File: src/include/sms_map.vh
`ifndef SMS_MAP_VH
`define SMS_MAP_VH

// ****************************************************************
// Register byte offsets.
// ****************************************************************
`define SMS_OFF_MASTER 8'h48
`define SMS_OFF_ADAPT 8'h49
`define SMS_OFF_SLAVE 8'h4A
`define SMS_OFF_CTRL 8'h50
`define SMS_OFF_FLAGS 8'h54
`define SMS_OFF_EFF 8'h58

// ****************************************************************
// Field positions in the control, flag and effective registers.
// ****************************************************************
`define SMS_CTRL_PROG 0
`define SMS_CTRL_MEMLO 1
`define SMS_CTRL_MEMHI 2
`define SMS_CTRL_VCR 3
`define SMS_FLG_GMOT 0
`define SMS_FLG_FTYP 1
`define SMS_FLG_FDET 2
`define SMS_FLG_FPH 3
`define SMS_FLG_NSEQ 4
`define SMS_EFF_SLV_LO 4
`define SMS_EFF_PAT_LO 8
`define SMS_EFF_LPF_LO 12

// ****************************************************************
// Reset values.
// ****************************************************************
`define SMS_RST_MASTER 4'h0
`define SMS_RST_ADAPT 3'h0
`define SMS_RST_SLAVE 3'h0
`define SMS_RST_CTRL 4'h0

// ****************************************************************
// Mode codes.
// ****************************************************************
`define SMS_M_PAL0 4'h1
`define SMS_M_PAL1 4'h2
`define SMS_M_FRAMEREP 4'h3
`define SMS_M_SIMPLE 4'h5
`define SMS_M_NTSC0 4'hE
`define SMS_M_NTSC1 4'hF
`define SMS_S_SIMPLE 3'h2
`define SMS_S_AAAA2 3'h4
`define SMS_S_BBBB2 3'h6
`define SMS_S_UNDEF_I 3'h7
`define SMS_S_UNDEF_P 3'h6
`define SMS_A_PASS 3'h2
`define SMS_A_STILL 3'h3
`define SMS_A_FILM1 3'h4
`define SMS_A_FILM2 3'h5
`define SMS_A_FILM3 3'h6
`define SMS_A_FILM4 3'h7

// ****************************************************************
// Line-scanning pattern classes.
// ****************************************************************
`define SMS_PAT_ALT 2'h0
`define SMS_PAT_PAIR 2'h1
`define SMS_PAT_CONST 2'h2
`define SMS_PAT_PROG 2'h3

// ****************************************************************
// Half-line counts between output vertical syncs.
// ****************************************************************
`define SMS_HL_SHORT 10'h270
`define SMS_HL_HALF 10'h271
`define SMS_HL_LONG 10'h272

`endif

File: src/hdl/sms_scan_mode_selector.v
`timescale 1ns/100ps
`default_nettype none
`include "sms_map.vh"

// Behaviour
// Slave mode must share the master's output line-scanning pattern; mismatch is flagged.
// Interlaced slave codes: median, frame rep, AABB, AAAA I/II, BBBB I/II; 111 undefined.
// Progressive slave codes: median, frame rep, doubling, intra-field; 110 undefined.
// Software uses median/frame-rep only in config 00, intra-field only in 01.
// Slave code 010 gives pair pattern, 100/110 constant, others alternate; progressive alpha+beta.
// Lines per field follow the pattern: 312/313, 312.5, or the pair sequence.
// Adaptive 000/001 passes the programmed master and slave modes unchanged.
// With the vcr master bit set the nonstandard-sequence flag is held at zero.
// Adaptive 010..111 with nonstandard sequence force master 0101, slave 010.
// Adaptive 010 passes programmed modes when the sequence flag is clear.
// Adaptive 011 forces master 0011 without global motion.
// Adaptive 100 picks PAL or NTSC film code by type and phase when film detected.
// Adaptive 101: no motion gives 0011, else behaves as adaptive 100.
// Adaptive 110 ignores film type; detected film picks PAL code by phase.
// Adaptive 111: no motion gives 0011, else behaves as adaptive 110.
// Global motion, film type, film detected and phase flags are readable by software.
// Master, adaptive and slave fields sit at offsets 48h, 49h and 4Ah.
// Effective modes are updated only at output field boundaries.

module sms_scan_mode_selector (
  input wire aclk,
  input wire aresetn,
  input wire [7:0] s_axi_awaddr,
  input wire s_axi_awvalid,
  output reg s_axi_awready,
  input wire [31:0] s_axi_wdata,
  input wire [3:0] s_axi_wstrb,
  input wire s_axi_wvalid,
  output reg s_axi_wready,
  output reg [1:0] s_axi_bresp,
  output reg s_axi_bvalid,
  input wire s_axi_bready,
  input wire [7:0] s_axi_araddr,
  input wire s_axi_arvalid,
  output reg s_axi_arready,
  output reg [31:0] s_axi_rdata,
  output reg [1:0] s_axi_rresp,
  output reg s_axi_rvalid,
  input wire s_axi_rready,
  input wire field_start,
  input wire global_motion_flag,
  input wire film_type_flag,
  input wire film_detected_flag,
  input wire film_phase_flag,
  input wire sync_nonstandard,
  output reg [3:0] effective_master_q,
  output reg [2:0] effective_slave_q,
  output reg [1:0] line_pattern_q,
  output reg [9:0] output_half_lines_q,
  output reg slave_mode_error_q
);

  // ****************************************************************
  // Software-written fields and internal state.
  // ****************************************************************
  reg [3:0] master_static_mode_q;
  reg [2:0] adaptive_mode_select_q;
  reg [2:0] slave_static_mode_q;
  reg progressive_select_q;
  reg [1:0] memory_configuration_q;
  reg vcr_mode_master_bit_q;
  reg [1:0] field_phase_q;
  reg [1:0] pattern_d;
  reg pattern_swap_d;
  reg pattern_swap_q;
  reg slave_ok_d;
  reg [9:0] half_lines_d;
  reg [31:0] rdata_d;
  reg aw_held_q;
  reg w_held_q;
  reg [7:0] awaddr_q;
  reg [31:0] wdata_q;
  reg [3:0] wstrb_q;
  wire nonstandard_sequence_flag;
  wire [3:0] effective_master_mode;
  wire [2:0] effective_slave_mode;

  assign nonstandard_sequence_flag = sync_nonstandard & ~vcr_mode_master_bit_q;

  sms_mode_logic u_mode (
    .master_static_mode(master_static_mode_q),
    .slave_static_mode(slave_static_mode_q),
    .adaptive_mode_select(adaptive_mode_select_q),
    .global_motion_flag(global_motion_flag),
    .film_type_flag(film_type_flag),
    .film_detected_flag(film_detected_flag),
    .film_phase_flag(film_phase_flag),
    .nonstandard_sequence_flag(nonstandard_sequence_flag),
    .effective_master_mode(effective_master_mode),
    .effective_slave_mode(effective_slave_mode)
  );

  // ****************************************************************
  // Pattern class of a slave code.
  // ****************************************************************
  function [1:0] slave_pattern;
    input prog;
    input [2:0] code;
    begin
      if (prog) begin
        slave_pattern = `SMS_PAT_PROG;
      end else if (code == `SMS_S_SIMPLE) begin
        slave_pattern = `SMS_PAT_PAIR;
      end else if (code == `SMS_S_AAAA2 || code == `SMS_S_BBBB2) begin
        slave_pattern = `SMS_PAT_CONST;
      end else begin
        slave_pattern = `SMS_PAT_ALT;
      end
    end
  endfunction

  // ****************************************************************
  // Slave legality: pattern, defined code, memory configuration.
  // ****************************************************************
  always @* begin
    pattern_d = slave_pattern(progressive_select_q, effective_slave_mode);
    // Only the constant BBBB II code starts on the beta field; the others start on alpha.
    pattern_swap_d = !progressive_select_q && effective_slave_mode == `SMS_S_BBBB2;
    slave_ok_d = 1'b1;
    if (!progressive_select_q) begin
      if (effective_slave_mode == `SMS_S_UNDEF_I) begin
        slave_ok_d = 1'b0;
      end
      if (effective_slave_mode <= 3'h1 && memory_configuration_q != 2'h0) begin
        slave_ok_d = 1'b0;
      end
      // Simple field mode of the master pairs only with the AABB slave.
      if ((effective_master_mode == `SMS_M_SIMPLE) != (pattern_d == `SMS_PAT_PAIR)) begin
        slave_ok_d = 1'b0;
      end
    end else begin
      if (effective_slave_mode == `SMS_S_UNDEF_P) begin
        slave_ok_d = 1'b0;
      end
      if (effective_slave_mode <= 3'h1 && memory_configuration_q != 2'h0) begin
        slave_ok_d = 1'b0;
      end
      if ((effective_slave_mode == 3'h4 || effective_slave_mode == 3'h7) &&
          memory_configuration_q != 2'h1) begin
        slave_ok_d = 1'b0;
      end
    end
  end

  // ****************************************************************
  // Half lines to the next vertical sync.
  // ****************************************************************
  always @* begin
    half_lines_d = `SMS_HL_HALF;
    case (line_pattern_q)
      `SMS_PAT_CONST: begin
        half_lines_d = (field_phase_q[0] ^ pattern_swap_q) ? `SMS_HL_LONG : `SMS_HL_SHORT;
      end
      `SMS_PAT_PAIR: begin
        if (field_phase_q[0]) begin
          half_lines_d = `SMS_HL_HALF;
        end else begin
          half_lines_d = (field_phase_q[1] ^ pattern_swap_q) ? `SMS_HL_LONG : `SMS_HL_SHORT;
        end
      end
      default: begin
        half_lines_d = `SMS_HL_HALF;
      end
    endcase
  end

  // ****************************************************************
  // Field-boundary update.
  // ****************************************************************
  always @(posedge aclk) begin
    if (!aresetn) begin
      effective_master_q <= `SMS_RST_MASTER;
      effective_slave_q <= `SMS_RST_SLAVE;
      line_pattern_q <= `SMS_PAT_ALT;
      pattern_swap_q <= 1'b0;
      field_phase_q <= 2'h0;
      output_half_lines_q <= `SMS_HL_HALF;
      slave_mode_error_q <= 1'b0;
    end else if (field_start) begin
      // Switching mid-field would tear the picture, so changes wait here.
      effective_master_q <= effective_master_mode;
      effective_slave_q <= effective_slave_mode;
      line_pattern_q <= pattern_d;
      pattern_swap_q <= pattern_swap_d;
      field_phase_q <= field_phase_q + 2'h1;
      output_half_lines_q <= half_lines_d;
      slave_mode_error_q <= ~slave_ok_d;
    end
  end

  // ****************************************************************
  // AXI4-Lite write path.
  // ****************************************************************

  always @(posedge aclk) begin
    if (!aresetn) begin
      s_axi_awready <= 1'b0;
      s_axi_wready <= 1'b0;
      s_axi_bvalid <= 1'b0;
      s_axi_bresp <= 2'h0;
      aw_held_q <= 1'b0;
      w_held_q <= 1'b0;
      awaddr_q <= 8'h00;
      wdata_q <= 32'h00000000;
      wstrb_q <= 4'h0;
      master_static_mode_q <= `SMS_RST_MASTER;
      adaptive_mode_select_q <= `SMS_RST_ADAPT;
      slave_static_mode_q <= `SMS_RST_SLAVE;
      progressive_select_q <= 1'b0;
      memory_configuration_q <= 2'h0;
      vcr_mode_master_bit_q <= 1'b0;
    end else begin
      s_axi_awready <= 1'b0;
      s_axi_wready <= 1'b0;
      if (s_axi_awvalid && !aw_held_q && !s_axi_awready) begin
        aw_held_q <= 1'b1;
        awaddr_q <= s_axi_awaddr;
        s_axi_awready <= 1'b1;
      end
      if (s_axi_wvalid && !w_held_q && !s_axi_wready) begin
        w_held_q <= 1'b1;
        wdata_q <= s_axi_wdata;
        wstrb_q <= s_axi_wstrb;
        s_axi_wready <= 1'b1;
      end
      if (aw_held_q && w_held_q && !s_axi_bvalid) begin
        aw_held_q <= 1'b0;
        w_held_q <= 1'b0;
        s_axi_bvalid <= 1'b1;
        s_axi_bresp <= 2'h0;
        if (wstrb_q[0]) begin
          case (awaddr_q)
            `SMS_OFF_MASTER: master_static_mode_q <= wdata_q[3:0];
            `SMS_OFF_ADAPT: adaptive_mode_select_q <= wdata_q[2:0];
            `SMS_OFF_SLAVE: slave_static_mode_q <= wdata_q[2:0];
            `SMS_OFF_CTRL: begin
              progressive_select_q <= wdata_q[`SMS_CTRL_PROG];
              memory_configuration_q <= wdata_q[`SMS_CTRL_MEMHI:`SMS_CTRL_MEMLO];
              vcr_mode_master_bit_q <= wdata_q[`SMS_CTRL_VCR];
            end
            `SMS_OFF_FLAGS, `SMS_OFF_EFF: s_axi_bresp <= 2'h0;
            default: s_axi_bresp <= 2'h2;
          endcase
        end
      end else if (s_axi_bvalid && s_axi_bready) begin
        s_axi_bvalid <= 1'b0;
      end
    end
  end

  // ****************************************************************
  // AXI4-Lite read path.
  // ****************************************************************
  always @* begin
    rdata_d = 32'h00000000;
    case (s_axi_araddr)
      `SMS_OFF_MASTER: rdata_d[3:0] = master_static_mode_q;
      `SMS_OFF_ADAPT: rdata_d[2:0] = adaptive_mode_select_q;
      `SMS_OFF_SLAVE: rdata_d[2:0] = slave_static_mode_q;
      `SMS_OFF_CTRL: begin
        rdata_d[`SMS_CTRL_PROG] = progressive_select_q;
        rdata_d[`SMS_CTRL_MEMHI:`SMS_CTRL_MEMLO] = memory_configuration_q;
        rdata_d[`SMS_CTRL_VCR] = vcr_mode_master_bit_q;
      end
      `SMS_OFF_FLAGS: begin
        rdata_d[`SMS_FLG_GMOT] = global_motion_flag;
        rdata_d[`SMS_FLG_FTYP] = film_type_flag;
        rdata_d[`SMS_FLG_FDET] = film_detected_flag;
        rdata_d[`SMS_FLG_FPH] = film_phase_flag;
        rdata_d[`SMS_FLG_NSEQ] = nonstandard_sequence_flag;
      end
      `SMS_OFF_EFF: begin
        rdata_d[3:0] = effective_master_q;
        rdata_d[`SMS_EFF_SLV_LO+2:`SMS_EFF_SLV_LO] = effective_slave_q;
        rdata_d[`SMS_EFF_PAT_LO+1:`SMS_EFF_PAT_LO] = line_pattern_q;
        rdata_d[`SMS_EFF_PAT_LO+2] = slave_mode_error_q;
        rdata_d[`SMS_EFF_LPF_LO+9:`SMS_EFF_LPF_LO] = output_half_lines_q;
      end
      default: rdata_d = 32'h00000000;
    endcase
  end

  always @(posedge aclk) begin
    if (!aresetn) begin
      s_axi_arready <= 1'b0;
      s_axi_rvalid <= 1'b0;
      s_axi_rdata <= 32'h00000000;
      s_axi_rresp <= 2'h0;
    end else begin
      s_axi_arready <= 1'b0;
      if (s_axi_arvalid && !s_axi_rvalid && !s_axi_arready) begin
        s_axi_arready <= 1'b1;
        s_axi_rvalid <= 1'b1;
        s_axi_rdata <= rdata_d;
        s_axi_rresp <= (s_axi_araddr == `SMS_OFF_MASTER || s_axi_araddr == `SMS_OFF_ADAPT ||
                        s_axi_araddr == `SMS_OFF_SLAVE || s_axi_araddr == `SMS_OFF_CTRL ||
                        s_axi_araddr == `SMS_OFF_FLAGS || s_axi_araddr == `SMS_OFF_EFF) ?
                       2'h0 : 2'h2;
      end else if (s_axi_rvalid && s_axi_rready) begin
        s_axi_rvalid <= 1'b0;
      end
    end
  end

endmodule // sms_scan_mode_selector

`default_nettype wire

File: src/hdl/sms_mode_logic.v
`timescale 1ns/100ps
`default_nettype none
`include "sms_map.vh"

module sms_mode_logic (
  input wire [3:0] master_static_mode,
  input wire [2:0] slave_static_mode,
  input wire [2:0] adaptive_mode_select,
  input wire global_motion_flag,
  input wire film_type_flag,
  input wire film_detected_flag,
  input wire film_phase_flag,
  input wire nonstandard_sequence_flag,
  output reg [3:0] effective_master_mode,
  output reg [2:0] effective_slave_mode
);

  // ****************************************************************
  // Film master code from type and phase.
  // ****************************************************************
  function [3:0] film_code;
    input ntsc;
    input phase;
    begin
      if (ntsc) begin
        film_code = phase ? `SMS_M_NTSC1 : `SMS_M_NTSC0;
      end else begin
        film_code = phase ? `SMS_M_PAL1 : `SMS_M_PAL0;
      end
    end
  endfunction

  always @* begin
    effective_master_mode = master_static_mode;
    effective_slave_mode = slave_static_mode;
    case (adaptive_mode_select)
      `SMS_A_PASS: begin
        effective_master_mode = master_static_mode;
      end
      `SMS_A_STILL: begin
        if (!global_motion_flag) begin
          effective_master_mode = `SMS_M_FRAMEREP;
        end
      end
      `SMS_A_FILM1: begin
        if (film_detected_flag) begin
          effective_master_mode = film_code(film_type_flag, film_phase_flag);
        end
      end
      `SMS_A_FILM2: begin
        if (!global_motion_flag) begin
          effective_master_mode = `SMS_M_FRAMEREP;
        end else if (film_detected_flag) begin
          effective_master_mode = film_code(film_type_flag, film_phase_flag);
        end
      end
      `SMS_A_FILM3: begin
        if (film_detected_flag) begin
          effective_master_mode = film_code(1'b0, film_phase_flag);
        end
      end
      `SMS_A_FILM4: begin
        if (!global_motion_flag) begin
          effective_master_mode = `SMS_M_FRAMEREP;
        end else if (film_detected_flag) begin
          effective_master_mode = film_code(1'b0, film_phase_flag);
        end
      end
      default: begin
        effective_master_mode = master_static_mode;
      end
    endcase
    // The sequence override sits last so it beats every other condition.
    if (adaptive_mode_select >= `SMS_A_PASS && nonstandard_sequence_flag) begin
      effective_master_mode = `SMS_M_SIMPLE;
      effective_slave_mode = `SMS_S_SIMPLE;
    end
  end

endmodule // sms_mode_logic

`default_nettype wire

File: config.mk
export PLATFORM = sky130hd
export DESIGN_NAME = sms_scan_mode_selector
export DESIGN_NICKNAME = d
export VERILOG_FILES = /design/src/hdl/sms_scan_mode_selector.v /design/src/hdl/sms_mode_logic.v
export VERILOG_INCLUDE_DIRS = /design/src /design/src/include
export SDC_FILE = /design/constraint.sdc
export NUM_CORES = 1
export LEC_CHECK = 0
export ABC_AREA = 1
export BUFFER_PORTS_ARGS = -buffer_cell sky130_fd_sc_hd__buf_2
export CAP_MARGIN = 20
export CORE_ASPECT_RATIO = 2
export CORE_UTILIZATION = 40
export CTS_BUF_LIST = sky130_fd_sc_hd__clkbuf_4 sky130_fd_sc_hd__clkbuf_8
export DETAILED_ROUTE_END_ITERATION = 8
export PLACE_DENSITY = 0.78
export SLEW_MARGIN = 10
export SYNTH_ARGS = -nofsm -noshare
export SYNTH_HDL_FRONTEND = slang
export SYNTH_HIERARCHICAL = 1
export SYNTH_SLANG_ARGS = --single-unit
File: constraint.sdc
create_clock -name aclk -period 3.2 [get_ports aclk]
set_input_delay 0.8 -clock aclk [delete_from_list [all_inputs] [get_ports aclk]]
set_output_delay 0.8 -clock aclk [all_outputs]
set_load 0.02 [all_outputs]
==> results by group <==
Placed design
  – Port buffer count: 68
  – Placer Congestion: 0.9039
  – Total placed cells including tap cells: 617
  – Post-Place Cell Area: between 3000 and 4000 sq um
  – DP Wirelength: around 6200 um
  – Pre-CTS setup slack: 1.022 ns

Global routing
  – Largest net degree at the start of global routing: 45
  – First-pass GRT wire length: roughly 13000 um
  – Vias in the first global route: 2940
  – Antenna violations before repair: 0
  – Gr usage total: 0.1890
  – Grt ovf: 0

Clock tree
  – CTS buffer count: 9
  – Post-CTS sizing: 0
  – CTS Hold Bufs: 0
  – Clock transition at path regs: 0.07 ns
  – TritonCTS clock tree: yes
  – Skew-Pair Late Insertion Delay: 0.34 ns
  – Clock root buffer master: clkbuf_8
  – CTS max path bufs: 2
  – CTS H-tree lvls: 3
  – Post-CTS Setup Inserts: 0
  – Clock tree sinks: 64

Critical path
  – Crit Path Max Fanout: 9
  – Crit path kind: register to register
  – Worst setup EP type: register
  – Required time of the critical path: 3.43 ns
  – Critical Path Start Type: register
  – Worst Path Arrival: between 2 and 2.5 ns

Logic synthesis
  – Simple-Gate Fraction of Synth Area: 0.2952
  – Seq/Total Area, Yosys: 0.3831
  – Adder-cell share of the synthesized area: 0.01122
  – Synth Instances: 468
  – Register bit total from synthesis: 64
  – Share of synthesized registers carrying an async set or reset: 0
  – Post-Syn Area: 3344 sq um
  – Synth top area cells: dfxtp_1, o21ai_0, nor2_1
  – Post-synth top area cell: dfxtp_1
  – Ys flop type: dfxtp_1
  – Largest family of logic cells by synthesized area: simple AND/OR/NAND/NOR gates
  – Synth Area in XOR/XNOR: 0
  – Post-synthesis mux area share: 0
  – Cell variety after synth: 36
  – Post-synth EDFFs: 0
  – Yosys top cell area share: 0.3831
  – Synth Warn #: 6
  – Syn avg cell area: just over 7 sq um
  – Synth Area in Compound Gates: 0.1601

STA
  – Setup_tns: 0 ns
  – Final setup violation count: 0
  – Worst Skew: ~0.015 ns
  – Fmax: around 530 MHz
  – Tmin final: approximately 1.9 ns
  – Fin crit share: 0.5899
  – Least-Margin Pin Slew: around 0.58 ns
  – WHS: 0.4639 ns
  – Max-slew violations: 0
  – Slew HR: 0.6155
  – Final Hold Violating Endpoints: 0
  – Setup ws final: 1.312 ns
  – RSZ-0062 raised after global routing: false

Die
  – Row count: 46
  – Core area: roughly 8000 sq um
  – Die X: 66.66 um
  – # IOs: 126
  – Die area: 8753 sq um
  – Initial core utilization: 0.4180
  – Die H: 131.3 um

Detailed routing
  – Via count: 3094
  – Vias/cell: a little under 5
  – Post-route DRC: 0
  – ANT nets after route: 0
  – Average wire per standard cell: 12.34 um
  – Total wire length: around 7800 um
  – Initial drt markers: 155
  – 1st-pass router iterations: 4

Run status
  – Status: complete, no violations

Cells and area
  – Final nets: 600
  – Diodes inserted: 0
  – Commonest non-fill, non-tap cells in the layout: buf_2, nor2_1, dfxtp_1
  – Post-route insts no fill: 633
  – Final core utilization: 0.4815
  – Synth-to-Final Area Change: 15.19%
  – Commonest non-fill, non-tap cell in the layout: buf_2
  – Post-route cell area: 3852 sq um
  – Layout cells sized above 1: 0.2216

Power
  – Pwr Total: 1.814 mW
  – Pwr Density: around 470 nW/um^2
  – Max rail drop VDD: 0.2326 mV
  – Leakage power: 1.792 nW

Min path
  – Tightest Hold Check Type: register to register

Job
  – Max_cap viols: 0
## cells by family after synthesis
family	count (synthesis)
AOI/OAI and AO/OA	101
adders and majority gates	3
buffers and inverters	101
DFF	64
other	2
and+or+nand+nor	197
## layer usage
layer,wire length [um],track usage,vias to the layer above
li1,-,-,1591
met1,2740,0.1716,1390
met2,4415,0.3558,93
met3,401,0.04167,20
met4,252,0.1099,0
met5,0,0,-
## area by class of cell
cell class / instances / area, sq um
Fill cell: 835 / 4148
Tap cell: 96 / 120.1
Multi-Input combinational cell: 327 / 1658
Inverter: 60 / 227.7
Timing Repair Buffer: 70 / 355.3
Sequential cell: 64 / 1281
Clock buffer: 12 / 158.9
Clock inverter: 4 / 51.30
## Yosys cell counts (2+ instances only)
library cell and instances:
ha_1 3, nand4_1 12, clkinv_2 2, buf_2 4, buf_4 29, conb_1 2
nand4_2 2, nand3b_1 2, a221oi_1 2, nor3_2 2, nor2_2 5, a21oi_1 43
nor2_1 64, o21ai_0 48, inv_1 51, nor2_4 2, nor2_8 3, nand3_1 30
inv_2 4, nand2_4 4, clkbuf_1 8, nand3_2 2, clkinv_1 3, nand2_2 4
dfxtp_1 64, or2_4 2, o21bai_1 2, nand2_1 61
## sequential cells by signal (all words and copies together), names as in the netlist, 2 cells and up
| register | count |
|---|---|
| memory_configuration_q | 2 |
| effective_master_q | 4 |
| adaptive_mode_select_q | 3 |
| master_static_mode_q | 4 |
| slave_static_mode_q | 3 |
| field_phase_q | 2 |
| awaddr_q | 8 |
| s_axi_rdata | 13 |
| wdata_q | 4 |
| line_pattern_q | 2 |
| effective_slave_q | 3 |
| output_half_lines_q | 2 |
## where the power goes
group / internal, mW / switching, mW
logic: 0.0667 / 0.163
registers: 0.834 / 0.0292
clock network: 0.412 / 0.308
total: 1.31 / 0.501
## worst max-delay path, stage by stage, from the launching register on
cell and delay, ns:
dfxtp_1 0.41, or2_4 0.31, nand2_4 0.08, inv_2 0.05, nor2_1 0.33, inv_1 0.12, nand3_1 0.15, inv_1 0.06
nand2_1 0.05, nand4_1 0.09, nand2_1 0.08, a21oi_1 0.05
## worst paths after layout
kind                            slack [ns]  depth (start not counted)                              startpoint                              end
worst max register to register        1.31                         11  adaptive_mode_select_q[1]$_SDFFE_PN0P_  slave_mode_error_q$_SDFFE_PN0P_
worst max-delay path                  1.31                         11  adaptive_mode_select_q[1]$_SDFFE_PN0P_  slave_mode_error_q$_SDFFE_PN0P_
worst min register to register        0.46                          2                 wdata_q[3]$_SDFFE_PN0P_          wdata_q[3]$_SDFFE_PN0P_
worst min-delay path                  0.46                          2                 wdata_q[3]$_SDFFE_PN0P_          wdata_q[3]$_SDFFE_PN0P_
Power figures use the tool's default switching activity.
